$ cat config.mk
export PLATFORM = sky130hd
export DESIGN_NAME = adc_autoscan_control
export DESIGN_NICKNAME = d
export VERILOG_FILES = /design/src/logic/adc_scan_pkg.sv /design/src/logic/pin_sync_edge.sv /design/src/logic/adc_prescaler.sv /design/src/logic/adc_autoscan_control.sv
export SDC_FILE = /design/constraint.sdc
export NUM_CORES = 1
export LEC_CHECK = 0
export BUFFER_PORTS_ARGS = -buffer_cell sky130_fd_sc_hd__buf_2
export CAP_MARGIN = 30
export CORE_MARGIN = 5
export CORE_UTILIZATION = 56
export CTS_BUF_LIST = sky130_fd_sc_hd__clkbuf_4 sky130_fd_sc_hd__clkbuf_8
export DETAILED_ROUTE_END_ITERATION = 8
export PLACE_DENSITY_LB_ADDON = 0.05
export SYNTH_ARGS = -nofsm -noshare
export SYNTH_HDL_FRONTEND = slang
export SYNTH_SLANG_ARGS = --single-unit
$ cat constraint.sdc
create_clock -name ref_clk -period 2.5 [get_ports ref_clk]
set_input_delay 0.25 -clock ref_clk [delete_from_list [all_inputs] [get_ports ref_clk]]
set_output_delay 0.25 -clock ref_clk [all_outputs]
set_load 0.01 [all_outputs]
$ cat src/logic/adc_scan_pkg.sv
// Purpose: Shared constants and types of the autoscan converter control block
// Assumes: 8-bit special function register addresses, one machine cycle per ref_clk
// Notes:   Result register addresses are a local choice

package adc_scan_pkg;

   // ************************************************************
   // Register addresses
   // ************************************************************
   localparam logic [7:0] ADDR_CTRL    = 8'hD7;
   localparam logic [7:0] ADDR_SEL     = 8'hE7;
   localparam logic [7:0] ADDR_PINS    = 8'hC7;
   localparam logic [7:0] ADDR_RES_LO0 = 8'hD8;  // D8..DF, one per channel
   localparam logic [7:0] ADDR_RES_HI  = 8'hE8;

   // ************************************************************
   // Control register fields and reset values
   // ************************************************************
   localparam int CTRL_PRE_HI = 7;
   localparam int CTRL_PRE_LO = 6;
   localparam int CTRL_DONE   = 4;
   localparam int CTRL_START  = 3;
   localparam int CTRL_CONT   = 2;
   localparam int CTRL_RISE   = 1;
   localparam int CTRL_FALL   = 0;
   localparam logic [7:0] CTRL_RESET = 8'h00;
   localparam logic [7:0] SEL_RESET  = 8'h00;
   localparam logic [7:0] READ_NONE  = 8'h00;

   // ************************************************************
   // Sequencing counts in converter clock ticks (half divisor), channel count and result width
   // ************************************************************
   localparam logic [3:0] SAMPLE_TICKS = 4'h2;
   localparam logic [3:0] CONV_TICKS   = 4'hA;
   localparam int         NUM_CH       = 8;
   localparam int         RES_W        = 10;

   typedef enum logic [5:0] {
      ST_IDLE   = 6'b000001,
      ST_WAIT   = 6'b000010,
      ST_SAMPLE = 6'b000100,
      ST_CONV   = 6'b001000,
      ST_STORE  = 6'b010000,
      ST_SELECT = 6'b100000
   } scan_state_t;

   // Tick spacing in machine cycles: m/2 for m = 2, 4, 6, 8
   function automatic logic [2:0] half_div(input logic [1:0] code);
      half_div = {1'b0, code} + 3'h1;
   endfunction

endpackage

$ cat src/logic/pin_sync_edge.sv
// Purpose: Two-stage synchroniser with level and edge outputs
// Assumes: Pins are asynchronous to ref_clk
// Notes:   Data stages carry no reset so pins are always shown live

`timescale 1ns/1ps
`default_nettype none

module pin_sync_edge #(
   parameter int WIDTH = 1
) (
   input  wire logic             ref_clk,
   input  wire logic             resetn,
   input  wire logic [WIDTH-1:0] pin_in,
   output logic      [WIDTH-1:0] level,
   output logic      [WIDTH-1:0] rise,
   output logic      [WIDTH-1:0] fall
);

   typedef struct packed {
      logic [WIDTH-1:0] meta;
      logic [WIDTH-1:0] sync;
      logic [WIDTH-1:0] level;
      logic [WIDTH-1:0] rise;
      logic [WIDTH-1:0] fall;
   } sync_state_t;

   sync_state_t s_q;
   sync_state_t s_d;

   // Meta stage feeds only the sync stage; edges look at later stages
   always_comb begin
      s_d       = s_q;
      s_d.meta  = pin_in;
      s_d.sync  = s_q.meta;
      s_d.level = s_q.sync;
      s_d.rise  = s_q.sync & ~s_q.level;
      s_d.fall  = ~s_q.sync & s_q.level;
      if (!resetn) begin
         s_d.rise = '0;
         s_d.fall = '0;
      end
   end

   always_ff @(posedge ref_clk) begin
      s_q <= s_d;
   end

   assign level = s_q.level;
   assign rise  = s_q.rise;
   assign fall  = s_q.fall;

endmodule

`default_nettype wire

$ cat src/logic/adc_prescaler.sv
// Purpose: Converter clock divider producing one tick per bit time
// Assumes: half_div is 1..4 machine cycles
// Notes:   Free running while enabled, so a start sees a phase offset

`timescale 1ns/1ps
`default_nettype none

module adc_prescaler (
   input  wire logic       ref_clk,
   input  wire logic       resetn,
   input  wire logic       run,
   input  wire logic       restart,
   input  wire logic [2:0] half_div,
   output logic            tick
);

   typedef struct packed {
      logic [2:0] cnt;
      logic       tick;
   } pre_state_t;

   pre_state_t s_q;
   pre_state_t s_d;

   // Tick is high during the last cycle of each divided period
   always_comb begin
      s_d = s_q;
      if (!resetn || !run || restart) begin
         s_d.cnt = 3'h0;
      end else if (s_q.cnt >= half_div - 3'h1) begin
         s_d.cnt = 3'h0;
      end else begin
         s_d.cnt = s_q.cnt + 3'h1;
      end
      // Halted clock gives no ticks in low power
      s_d.tick = resetn && run && (s_d.cnt == half_div - 3'h1);
   end

   always_ff @(posedge ref_clk) begin
      s_q <= s_d;
   end

   assign tick = s_q.tick;

endmodule

`default_nettype wire

$ cat src/logic/adc_autoscan_control.sv
// Purpose: Autoscan sequencing, result buffers and registers of the 8-channel converter
// Assumes: SFR port on ref_clk, read data one cycle after sfr_rd, low_power from CPU logic
// Notes:   Converter core samples while conv_sample is high, result taken in store cycle

`timescale 1ns/1ps
`default_nettype none

module adc_autoscan_control (
   input  wire logic                          ref_clk,
   input  wire logic                          resetn,
   input  wire logic [7:0]                    sfr_addr,
   input  wire logic [7:0]                    sfr_wdata,
   input  wire logic                          sfr_wr,
   input  wire logic                          sfr_rd,
   output logic      [7:0]                    sfr_rdata,
   input  wire logic                          low_power,
   input  wire logic                          ext_start_pin,
   input  wire logic [7:0]                    analog_input_pins,
   input  wire logic [adc_scan_pkg::RES_W-1:0] conv_result,
   output logic      [2:0]                    conv_channel,
   output logic                               conv_sample,
   output logic                               conv_busy,
   output logic                               scan_done_flag
);
   import adc_scan_pkg::*;

   // ************************************************************
   // State
   // ************************************************************
   typedef struct packed {
      scan_state_t                  st;
      logic [1:0]                   pre;
      logic                         cont;
      logic                         rise_en;
      logic                         fall_en;
      logic                         start;
      logic                         done;
      logic                         pending;
      logic [7:0]                   sel;
      logic [7:0]                   loop_sel;
      logic [2:0]                   chan;
      logic [3:0]                   tick_cnt;
      logic [3:0]                   sel_cnt;
      logic [NUM_CH-1:0][RES_W-1:0] res;
      logic [1:0]                   hi;
      logic [7:0]                   rdata;
      logic                         sample;
      logic                         busy;
   } ctrl_state_t;

   ctrl_state_t s_q;
   ctrl_state_t s_d;

   logic       tick;
   logic       restart;
   logic [2:0] half;
   logic [7:0] pins_level;
   logic       ext_rise;
   logic       ext_fall;

   // Lowest set bit at or above a position; bit 3 of the answer flags none
   function automatic logic [3:0] next_set(input logic [7:0] mask, input logic [3:0] from);
      logic [3:0] r;
      r = 4'h8;
      for (int i = NUM_CH - 1; i >= 0; i--) begin
         if (mask[i] && (4'(i) >= from)) begin
            r = 4'(i);
         end
      end
      return r;
   endfunction

   // ************************************************************
   // Synchronisers and divider
   // ************************************************************
   pin_sync_edge #(
      .WIDTH (1)
   ) u_ext_sync (
      .ref_clk (ref_clk),
      .resetn  (resetn),
      .pin_in  (ext_start_pin),
      .level   (),
      .rise    (ext_rise),
      .fall    (ext_fall)
   );

   pin_sync_edge #(
      .WIDTH (8)
   ) u_pin_sync (
      .ref_clk (ref_clk),
      .resetn  (resetn),
      .pin_in  (analog_input_pins),
      .level   (pins_level),
      .rise    (),
      .fall    ()
   );

   assign half = half_div(s_q.pre);
   // Realign the divided clock as each sample begins; a stale tick after a divisor change
   // would otherwise cut the first sampling period short
   assign restart = ((s_q.st == ST_SELECT) && (s_q.sel_cnt == {half, 1'b0} - 4'h1))
                  || ((s_q.st == ST_WAIT) && tick);

   adc_prescaler u_pre (
      .ref_clk  (ref_clk),
      .resetn   (resetn),
      .run      (~low_power),
      .restart  (restart),
      .half_div (half),
      .tick     (tick)
   );

   // ************************************************************
   // Next state
   // ************************************************************
   always_comb begin
      logic       wr_ctrl;
      logic       wr_sel;
      logic       req;
      logic       done_eff;
      logic [3:0] first;
      logic [3:0] nxt;
      wr_ctrl  = sfr_wr && (sfr_addr == ADDR_CTRL);
      wr_sel   = sfr_wr && (sfr_addr == ADDR_SEL);
      req      = 1'b0;
      done_eff = s_q.done;
      first    = next_set(s_q.sel, 4'h0);
      nxt      = 4'h8;
      s_d      = s_q;

      // Control and selection writes
      if (wr_ctrl) begin
         s_d.pre     = sfr_wdata[CTRL_PRE_HI:CTRL_PRE_LO];
         s_d.cont    = sfr_wdata[CTRL_CONT];
         s_d.rise_en = sfr_wdata[CTRL_RISE];
         s_d.fall_en = sfr_wdata[CTRL_FALL];
         // Writing one leaves the flag alone
         done_eff    = s_q.done & sfr_wdata[CTRL_DONE];
         s_d.done    = done_eff;
         req         = sfr_wdata[CTRL_START];
         if (!sfr_wdata[CTRL_START]) begin
            s_d.pending = 1'b0;
            if (s_q.start) begin
               s_d.start  = 1'b0;
               s_d.st     = ST_IDLE;
               s_d.sample = 1'b0;
               s_d.busy   = 1'b0;
            end
         end
      end
      if (wr_sel) begin
         s_d.sel = sfr_wdata;
      end
      if ((ext_rise && s_q.rise_en) || (ext_fall && s_q.fall_en)) begin
         req = 1'b1;
      end

      // Start requests: ignored while running, deferred while done
      if (!s_q.start && !low_power) begin
         if (done_eff) begin
            s_d.pending = s_q.pending | req;
         end else if (req || s_q.pending) begin
            s_d.pending = 1'b0;
            if (first[3] == 1'b0) begin
               s_d.start    = 1'b1;
               s_d.loop_sel = s_q.sel;
               s_d.chan     = first[2:0];
               s_d.st       = ST_WAIT;
            end
         end
      end

      // Sample and conversion run in counted divided-clock ticks; store and select run in machine cycles
      unique case (s_q.st)
         ST_IDLE: begin
            s_d.sample = 1'b0;
            s_d.busy   = 1'b0;
         end
         ST_WAIT: begin
            // Phase of the free divider sets the start delay
            if (tick) begin
               s_d.st       = ST_SAMPLE;
               s_d.tick_cnt = 4'h0;
               s_d.sample   = 1'b1;
               s_d.busy     = 1'b1;
            end
         end
         ST_SAMPLE: begin
            if (tick) begin
               if (s_q.tick_cnt == SAMPLE_TICKS - 4'h1) begin
                  s_d.st       = ST_CONV;
                  s_d.tick_cnt = 4'h0;
                  s_d.sample   = 1'b0;
               end else begin
                  s_d.tick_cnt = s_q.tick_cnt + 4'h1;
               end
            end
         end
         ST_CONV: begin
            if (tick) begin
               if (s_q.tick_cnt == CONV_TICKS - 4'h1) begin
                  s_d.st       = ST_STORE;
                  s_d.tick_cnt = 4'h0;
               end else begin
                  s_d.tick_cnt = s_q.tick_cnt + 4'h1;
               end
            end
         end
         ST_STORE: begin
            // One machine cycle to take the result
            s_d.res[s_q.chan] = conv_result;
            s_d.busy          = 1'b0;
            s_d.sel_cnt       = 4'h1;
            nxt               = next_set(s_q.loop_sel, {1'b0, s_q.chan} + 4'h1);
            if (nxt[3] == 1'b0) begin
               s_d.chan = nxt[2:0];
               s_d.st   = ST_SELECT;
            end else begin
               // Last channel of the loop; set wins over a same-cycle clear
               s_d.done = 1'b1;
               if (s_q.cont && (first[3] == 1'b0)) begin
                  s_d.loop_sel = s_q.sel;
                  s_d.chan     = first[2:0];
                  s_d.st       = ST_SELECT;
               end else begin
                  s_d.start = 1'b0;
                  s_d.st    = ST_IDLE;
               end
            end
         end
         ST_SELECT: begin
            // Channel selection fills the gap up to seven m
            if (restart) begin
               s_d.st       = ST_SAMPLE;
               s_d.tick_cnt = 4'h0;
               s_d.sample   = 1'b1;
               s_d.busy     = 1'b1;
            end else begin
               s_d.sel_cnt = s_q.sel_cnt + 4'h1;
            end
         end
         default: begin
            s_d.st = ST_IDLE;
         end
      endcase

      // A software abort in the same cycle overrides the sequencer
      if (wr_ctrl && !sfr_wdata[CTRL_START] && s_q.start) begin
         s_d.start  = 1'b0;
         s_d.st     = ST_IDLE;
         s_d.sample = 1'b0;
         s_d.busy   = 1'b0;
      end

      // Low power: abort, drop start, results untouched
      if (low_power) begin
         s_d.start   = 1'b0;
         s_d.pending = 1'b0;
         s_d.st      = ST_IDLE;
         s_d.sample  = 1'b0;
         s_d.busy    = 1'b0;
      end

      // Register reads, answered one cycle later
      if (sfr_rd) begin
         if (sfr_addr == ADDR_CTRL) begin
            // Start bit shows the effective state, not a deferred request
            s_d.rdata = {s_q.pre, 1'b0, s_q.done, s_q.start,
                         s_q.cont, s_q.rise_en, s_q.fall_en};
         end else if (sfr_addr == ADDR_SEL) begin
            s_d.rdata = s_q.sel;
         end else if (sfr_addr == ADDR_PINS) begin
            s_d.rdata = pins_level;
         end else if (sfr_addr[7:3] == ADDR_RES_LO0[7:3]) begin
            s_d.rdata = s_q.res[sfr_addr[2:0]][7:0];
            s_d.hi    = s_q.res[sfr_addr[2:0]][9:8];
         end else if (sfr_addr == ADDR_RES_HI) begin
            s_d.rdata = {6'h00, s_q.hi};
         end else begin
            s_d.rdata = READ_NONE;
         end
      end

      // Synchronous reset; result buffers and high latch keep contents
      if (!resetn) begin
         s_d.st       = ST_IDLE;
         {s_d.pre, s_d.cont, s_d.rise_en, s_d.fall_en} = {CTRL_RESET[7:6], CTRL_RESET[2:0]};
         s_d.start    = CTRL_RESET[CTRL_START];
         s_d.done     = CTRL_RESET[CTRL_DONE];
         s_d.sel      = SEL_RESET;
         s_d.pending  = 1'b0;
         s_d.loop_sel = SEL_RESET;
         s_d.chan     = 3'h0;
         s_d.tick_cnt = 4'h0;
         s_d.sel_cnt  = 4'h0;
         s_d.rdata    = READ_NONE;
         s_d.sample   = 1'b0;
         s_d.busy     = 1'b0;
         s_d.res      = s_q.res;
         s_d.hi       = s_q.hi;
      end
   end

   // ************************************************************
   // Registers
   // ************************************************************
   always_ff @(posedge ref_clk) begin
      s_q <= s_d;
   end

   // Outputs straight from state flops
   assign sfr_rdata      = s_q.rdata;
   assign conv_channel   = s_q.chan;
   assign conv_sample    = s_q.sample;
   assign conv_busy      = s_q.busy;
   assign scan_done_flag = s_q.done;

endmodule

`default_nettype wire

=== Word level (Yosys, flattened, before mapping) ===
Index checks and enable logic that the tools add are counted.

* Bits in registers: 166
* Bits in latches: 0
* RAM bits: 0
* Bits in read-only memories: 0
* Input bits: 40
* Output and inout port bits: 14
* Word-level logic and storage cells: 211
* Memories kept: 0

* Add/subtract/negate cells: 7
* Multiply operators: 0
* Divide/modulo/power cells: 0
* $lt $le $gt $ge: 12
* Equal/unequal tests: 20
* Shift-type cells: 0
* Mux-type cells: 86
* Bitwise operators: 12
* Reductions and logical operators: 39

{| class="wikitable"
|+ Operators by type and width
! cell !! number
|-
| 4-bit 2-to-1 mux || 24
|-
| 6-bit 2-to-1 mux || 14
|-
| 80-bit bitwise mux || 1
|-
| 11-bit 2-to-1 mux || 6
|-
| 8-bit 2-to-1 mux || 5
|-
| 6-bit one-hot mux with 6 select lines || 1
|-
| 8-bit equality test, second input constant || 4
|-
| 10-bit binary-select mux with 3-bit select || 1
|-
| 10-bit demux with 3-bit select || 1
|-
| 1-bit logical AND || 21
|-
| 10-bit 2-to-1 mux || 2
|-
| 3-bit by 4-bit greater-or-equal comparator with 1-bit output, first input constant || 4
|-
| 2-bit 2-to-1 mux || 8
|-
| 4-bit one-hot mux with 4 select lines || 1
|-
| 1-bit 2-to-1 mux || 15
|-
| 14-bit 2-to-1 mux || 1
|-
| 3-bit 2-to-1 mux || 3
|-
| 4-bit by 1-bit adder with 4-bit output, second input constant || 2
|-
| 1-bit by 4-bit greater-or-equal comparator with 1-bit output, first input constant || 2
|-
| 2-bit by 4-bit greater-or-equal comparator with 1-bit output, first input constant || 2
|-
| 3-bit by 4-bit < comparator with 1-bit output, second input constant || 2
|-
| 2-bit by 1-bit inequality test with 1-bit output, second input constant || 4
|-
| 1-bit NOT || 8
|-
| 4-bit one-hot mux with 2 select lines || 1
|-
| 32 further kinds || 43
|}

=== Depth between registers and ports, before layout ===
Gate-level depths: netlist of the first run.

* Depth in word-level cells: 15
* Mapped depth: 9
* Gate-level depth less buffers: 8

=== Modules after synthesis ===
Synthesis of the first run repeated with hierarchy kept, for this count alone.

* Cells, all modules: 645
* Area total of the unflattened synthesis: 7810.0 µm²

{| class="wikitable"
|+ By module, submodules not included
! module !! instances !! cells each !! area each (µm²) !! seq. area each (µm²)
|-
| adc_autoscan_control || 1 || 550 || 6417.4 || 3483.3
|-
| pin_sync_edge at u_pin_sync || 1 || 57 || 959.7 || 800.8
|-
| adc_prescaler || 1 || 31 || 315.3 || 80.1
|-
| pin_sync_edge at u_ext_sync || 1 || 7 || 117.6 || 100.1
|}

=== Worst setup path after synthesis of the first run ===
Ideal clock, no wire load.

* Path kind: register to register
* Start point: register s_q[128] (netlist name)
* End point: register s_q[12] (netlist name), enable pin
* Library setup time: 404 ps
* Arrival time: 2176 ps
* Data required time: 2096 ps
* Slack: -80 ps
* Cell stages (with the launch flop): 7
* Buffers on the path: 2
* Clock period less this slack: 2580 ps
* Cells stage by stage: dfxtp_1 -> clkbuf_1 -> nor3_1 -> and3_1 -> clkbuf_1 -> nand2_1 -> nor4_1

* Cells in the longest elaborated chain, start to end: 2

{| class="wikitable"
|+ Ends and longest elaborated chain
! item !! line !! RTL
|-
| start: declaration || adc_autoscan_control.sv:51 || <nowiki>ctrl_state_t s_q;</nowiki>
|-
| start signal: assignment || adc_autoscan_control.sv:308 || <nowiki>s_q <= s_d;</nowiki>
|-
| 6-bit by 5-bit equality test with 1-bit output || adc_autoscan_control.sv:174 || <nowiki>unique case (s_q.st)</nowiki>
|-
| 2-bit AND reduction (no source line) || - ||
|}

Every way passes these cells.
A chain may end at the register's enable or synchronous reset.

==> results of run 1 <==
==> worst paths after layout <==
kind | end | start | cells after the start
worst max register to register | u_pre.tick | s_q[125] | 7
worst max-delay path | u_pre.tick | s_q[125] | 7
worst min-delay path | s_q[126] | sfr_wdata[7] | 3
worst min register to register | u_pin_sync.s_d[21] | u_pin_sync.s_d[29] | 0
==> Yosys cell counts, types with 3 or more instances <==
library cell	count	share of area [%]
a32o_1	4	0.57
a2111oi_0	5	0.62
nand2b_1	11	0.98
a221oi_1	6	0.75
nor2_1	37	2.0
a21oi_1	32	2.3
mux2i_1	16	2.3
o22ai_1	4	0.36
nand4_1	5	0.44
a31oi_1	6	0.53
nor2b_1	4	0.36
o2111a_1	3	0.48
buf_4	13	1.4
nor3_1	10	0.71
buf_2	7	0.50
nand3b_1	4	0.43
edfxtp_1	82	35
clkbuf_1	14	0.75
a211oi_1	3	0.32
dfxtp_1	84	24
inv_1	16	0.85
mux4_2	18	5.8
nand2_1	57	3.0
and2_1	6	0.53
nand3_1	27	1.9
mux2_2	11	1.8
nor4_1	3	0.27
ha_1	7	1.2
o21ai_0	11	0.78
and3_1	4	0.36
xor2_1	5	0.62
==> power by group through the flow <==
| stage | combinational (mW) | clock, mW | sequential, mW |
|---|---|---|---|
| 3_5_place_dp | 0.212 | 0 | 2.95 |
| 3_3_place_gp | 0.209 | 0 | 2.95 |
| 2_1_floorplan | 0.121 | 0 | 2.95 |
| 6_report | 0.222 | 2.04 | 2.89 |
| 5_1_grt | 0.245 | 2.22 | 2.90 |
| 4_1_cts | 0.223 | 2.08 | 2.89 |
==> cells by family after synthesis <==
kind of cell | count (synthesis) | share of synthesized area (%)
buffers and inverters | 53 | 3.75
adder cells (fa/ha/maj) | 7 | 1.25
flip-flops | 166 | 58.9
multiplexers | 46 | 10.0
AO/OA/AOI/OAI | 109 | 11.2
AND/OR/NAND/NOR | 189 | 14.1
XOR/XNOR | 6 | 0.747
==> worst max-delay path: stages, from the launching register on <==
cell	delay (ns)
dfxtp_1	0.51
ha_1	0.29
nand2b_1	0.14
a2111o_1	0.42
a221oi_2	0.31
and2_1	0.22
xnor2_1	0.13
o2111a_1	0.20
==> through the flow <==
step	hold WS, ns	util, %	power, mW	instances	setup slack, ns
2_1_floorplan	0.278	-	3.07	576	0.154
3_3_place_gp	0.310	60.6	3.16	795	0.344
3_5_place_dp	0.312	60.6	3.17	795	0.205
4_1_cts	0.0322	64.8	5.19	836	0.251
5_1_grt	0.0480	64.8	5.36	836	0.153
6_report	0.0590	64.8	5.16	836	0.220
==> metal layers <==
layer / track usage [%] / routed length [um] / part of all wire [%] / up-vias
li1: - / - / - / 2307
met1: 32.6 / 7410 / 46 / 2382
met2: 35.7 / 7450 / 47 / 154
met3: 5.15 / 833 / 5.2 / 32
met4: 7.21 / 277 / 1.7 / 0
met5: 0 / 0 / 0 / -
==> state kept, by name, summed over array words and instances, names as in the netlist <==
name              cells
s_q                 119
u_pin_sync.s_d       16
sfr_rdata             8
u_pin_sync.level      8
conv_channel          3
u_pre.s_q             3
u_ext_sync.s_d        2
conv_busy             1
conv_sample           1
scan_done_flag        1
u_ext_sync.fall       1
u_ext_sync.level      1
u_ext_sync.rise       1
u_pre.tick            1
==> area by class of cell <==
type                    instances  area, um^2  area share (%)
multi-input cells             357        2630            32.6
flip-flops and latches        166        4140            51.3
repair buffers                 92         593            7.35
inverters                      17        63.8           0.790
well taps                     172         215            2.67
clock buffers                  21         283            3.50
clock inverters                11         145            1.80
==> timing repair <==
action,4_1_cts,5_1_grt
setup buffers,0,0
hold buffers,9,0
gates resized for setup,0,0
hold endpoints to repair,9,0
==> metrics.txt, run 1 <==
outcome=finished, final reports clean; nets@finish=between 600 and 700; initial DRC count=~370; global route total overflow=0; total net switching power=1.09 mW; Clk pwr share=39.6%; CTS tree=built; row cnt=41; routed vias=between 4,000 and 5,000; synthesis-stage register bit count=166; Die Area=14,900 um^2; Detailed Route WL=16,000 um; largest net degree at the start of global routing=26; Critical Path Start Type=flip-flop; setup TNS=0 ns; Buffers on Ports=53; DR pass1 iterations=6; n_diodes=0; Tightest Hold Check Type=input port to flip-flop; Combinational Power Share=under 10%; CTS Sinks=166; RSZ-0062 raised after global routing=false; vias in the first global route=around 4,800; Total GRT Usage=between 20% and 30%; final setup fails=0; Seq pwr share=a little under three fifths; Critical Path End Type=flip-flop; Int Pwr=between 4 and 5 mW; Slew HR=58.3%; Design Area, Final=8070 um^2; Clock transition at path regs=0.09 ns; GPL Wtd Cong=0.880; first-pass GRT wire length=between 20,000 and 30,000 um; period utilisation layout=91.2%; H-tree Lvls=4; total CTS buffers=17; Core Region=about 12,000 um^2; post-synthesis sequential area ratio=58.9%; DRT antenna net count=0; total of max-cap violations=0; layout cells sized above 1=24.2%; post-DR wirelength/cell=about 19 um; fill count=959; synthesized area=7030 um^2; reg2reg setup slack=0.22 ns; switching share of power=between 20% and 30%; Area Overhead vs Synth=14.8%; post-layout min period=2.28 ns; crit path kind=flip-flop to flip-flop; Worst Clk Skew=0.00969 ns; ys flop type=dfxtp_1; initial antenna violation count=0; Synth cell types=77; Top Ports=54; Leak Pwr=roughly 2.9 nW; Placed Area=between 7000 and 8000 um^2; Die Y=122 um; Syn Area/Cell=12.2 um^2; Die W=122 um; starting density of the core=56.4%; root buf cell=clkbuf_8; pwr/cell area=639 nW/um^2; syn nets=a little over 600; Worst Max-Slew Pin Slew=0.619 ns; crit-path max FO=5; crit path DAT=2.68 ns; cells after synthesis=576; max-slew violations=0; most common cell after layout, fill and taps aside=dfxtp_1; EDFF count, synth=82; Peak VDD IR=0.653 mV; Async S/R FF share, synth=0%; most frequent cells in the layout=dfxtp_1 (84), edfxtp_1 (82), nand2_1 (57); WP data required=2.90 ns; final hold violations=0; DP HPWL=between 10,000 and 15,000 um; Synth warnings=0; CTS max path bufs=2; Remaining DRCs=0; clock latency on the worst-skew pair=~0.45 ns; DR vias/cell=about 5.8; fmax=439 MHz
No activity file was read; power rests on OpenSTA's default activity.
==> inputs of run 2 (changes only) <==
Settings changed: CORE_MARGIN 5 to 1.5, CORE_UTILIZATION 56 to 55, SYNTH_HIERARCHICAL set to 1.
==> run 2 against run 1 <==
  * The flow now finishes with violations (negative setup slack)
  * Wire length increased by 5.3%
  * Die area decreased by 5.8%
  * Via count increased by 8.5%
  * Maximum frequency decreased by 9.6%
  * Sequential power about the same
  * Core utilization increased by 1.2 points
  * Sequential cell count unchanged
  * Sequential share of layout area decreased by 2.3 points
  * Worst hold slack got worse by 0.040 ns
  * Critical path type unchanged
==> metrics.txt, run 2 <==
initial antenna violation count=0 (unchanged); setup TNS=-0.0222 ns (-0.0222 ns); Worst Clk Skew=0.0161 ns (+0.00637 ns); Design Area, Final=8470 um^2 (+4.9%); global route total overflow=0 (unchanged); CTS Sinks=166 (unchanged); Seq pwr share=57.6% (+1.5 points); most frequent cells in the layout=edfxtp_1 (82), dfxtp_1 (81), nand2_1 (57); Top Ports=54 (unchanged); total of max-cap violations=0 (unchanged); Core Util, Final=66.0% (+1.2 points); Die W=118 um (-3.0%); Clk pwr share=37.8% (-1.8 points); Inst Count DP=834 (+4.9%); GPL Wtd Cong=0.934 (+6.1%); row cnt=41 (unchanged); HP Start=low_power; Die Area=14,000 um^2 (-5.8%); syn nets=663 (+6.4%); Tightest Hold Check Type=input port to flip-flop; Int Pwr=3.83 mW (-5.6%); Peak VDD IR=0.660 mV (+0.99%); Die Y=118 um (-3.0%); CTS max path bufs=2 (unchanged); vias in the first global route=5,105 (+5.5%); Hold Path End=s_q[119]; Tot Pwr=5.02 mW (-2.7%); largest reg by FF count=s_q; final setup margin=-0.0222 ns (-0.242 ns); RR Endpoint=u_pre/tick; Total GRT Usage=24.7% (+1.7 points); cells after synthesis=612 (+6.3%); Critical Path End Type=flip-flop; Post-Layout Cell Count=877 (+4.9%); Fin Hold WS=0.0192 ns (-0.0398 ns); n_diodes=0 (unchanged); root buf cell=clkbuf_8; max-slew violations=0 (unchanged); Slew HR=66.4% (+8.1 points); DP Worst Slack=0.0606 ns (-0.145 ns); Worst Max-Slew Pin Slew=0.499 ns (-0.121 ns); Leak Pwr=2.98 nW (+1.4%); Placed Area=7890 um^2 (+4.4%); most common cell after layout, fill and taps aside=edfxtp_1; period utilisation layout=101% (+9.7 points); Worst Reg-to-Reg Cells=10 (+3); CTS tree=built; total CTS buffers=17 (unchanged); outcome=complete, but fails checks; Critical Path Start Type=flip-flop; Remaining DRCs=0 (unchanged); largest net degree at the start of global routing=33 (+27%); crit path kind=flip-flop to flip-flop; FF-to-FF Start=s_q[126]; clock latency on the worst-skew pair=0.47 ns (+0.02 ns); H-tree Lvls=4 (unchanged); post-DR wirelength/cell=19.2 um (+0.42%); starting density of the core=57.2% (+0.75 points); nets@finish=743 (+6.4%); fmax=396 MHz (-9.6%); post-layout min period=2.52 ns (+0.242 ns); Area Overhead vs Synth=15.5%; Clock transition at path regs=0.08 ns (about the same); crit path DAT=2.90 ns (+0.22 ns); Detailed Route WL=16,800 um (+5.3%); max reg flops=119 (unchanged); layout cells sized above 1=27.1% (+2.8 points); synthesized area=7330 um^2 (+4.3%); first-pass GRT wire length=26,600 um (+3.1%); Syn Area/Cell=12.0 um^2 (-1.9%); hold depth=2 (-1); final setup fails=1 (+1); Synth warnings=6 (+6); DRT antenna net count=0 (unchanged); violations in the final reports=negative setup slack; total net switching power=1.18 mW (+8.2%); routed vias=5,290 (+8.5%); pwr/cell area=593 nW/um^2 (-7.2%); initial DRC count=263 (-29%); final hold violations=0 (unchanged); Core Region=12,800 um^2 (+2.9%); DP HPWL=11,700 um (+3.0%); crit-path max FO=3 (-2); Combinational Power Share=4.6% (+0.3 points); DR vias/cell=6.03 (+3.4%); WP data required=2.88 ns (-0.02 ns); switching share of power=23.6% (+2.4 points); DR pass1 iterations=5 (-1); Buffers on Ports=53 (unchanged); reg2reg setup slack=-0.02 ns (-0.24 ns)
==> run 2: what timing repair did <==
| item | in CTS | in global routing |
|---|---|---|
| setup endpoints to repair | 0 | 1 |
| setup buffers | 0 | 2 |
| hold endpoints to repair | 9 | 0 |
| resized for setup | 0 | 19 |
| hold buffers | 9 | 0 |
==> run 2: per-layer routing <==
metal / track usage, % / vias up / wire length, um
met4: 8.21 / 0 / 310
met2: 40.5 / 199 / 8240
met3: 5.60 / 30 / 1020
met1: 32.6 / 2603 / 7260
li1: - / 2458 / -
met5: 0 / - / 0
==> run 2: power by group through the flow <==
stage          Combinational (mW)  Clock (mW)  Sequential (mW)
2_1_floorplan               0.128           0             2.95
3_3_place_gp                0.214           0             2.95
3_5_place_dp                0.218           0             2.95
4_1_cts                     0.230        1.92             2.89
5_1_grt                     0.248        2.04             2.89
6_report                    0.231        1.90             2.89
==> run 2: worst max-delay path by stage <==
stage / start / endpoint / slack, ns / depth (start not counted)
after global routing: s_q[126] / u_pre/tick / -0.11 / 10
after global placement: s_q[125] / u_pre/tick / 0.14 / 9
after floorplan: s_q[125] / u_pre/tick / 0.06 / 9
final: s_q[126] / u_pre/tick / -0.02 / 10
after CTS: s_q[125] / u_pre/tick / 0.05 / 9
after detailed placement: s_q[125] / u_pre/tick / 0.06 / 9
==> run 2: critical path, stage by stage (launching register included) <==
cell	delay (ns)
dfxtp_4	0.38
ha_4	0.26
xnor2_2	0.18
mux2i_1	0.30
nor3_2	0.08
o21bai_4	0.18
a211o_4	0.35
a211oi_4	0.25
buf_4	0.17
a32oi_2	0.06
a211oi_2	0.25
==> run 2: cell type report <==
| class | instances | area, um^2 |
|---|---|---|
| fill | 1004 | 4360 |
| sequential | 166 | 4150 |
| multi-input combinational | 390 | 3000 |
| timing repair buffer | 101 | 648 |
| clock buffer | 19 | 255 |
| tap | 172 | 215 |
| clock inverter | 13 | 133 |
| inverter | 16 | 60.1 |
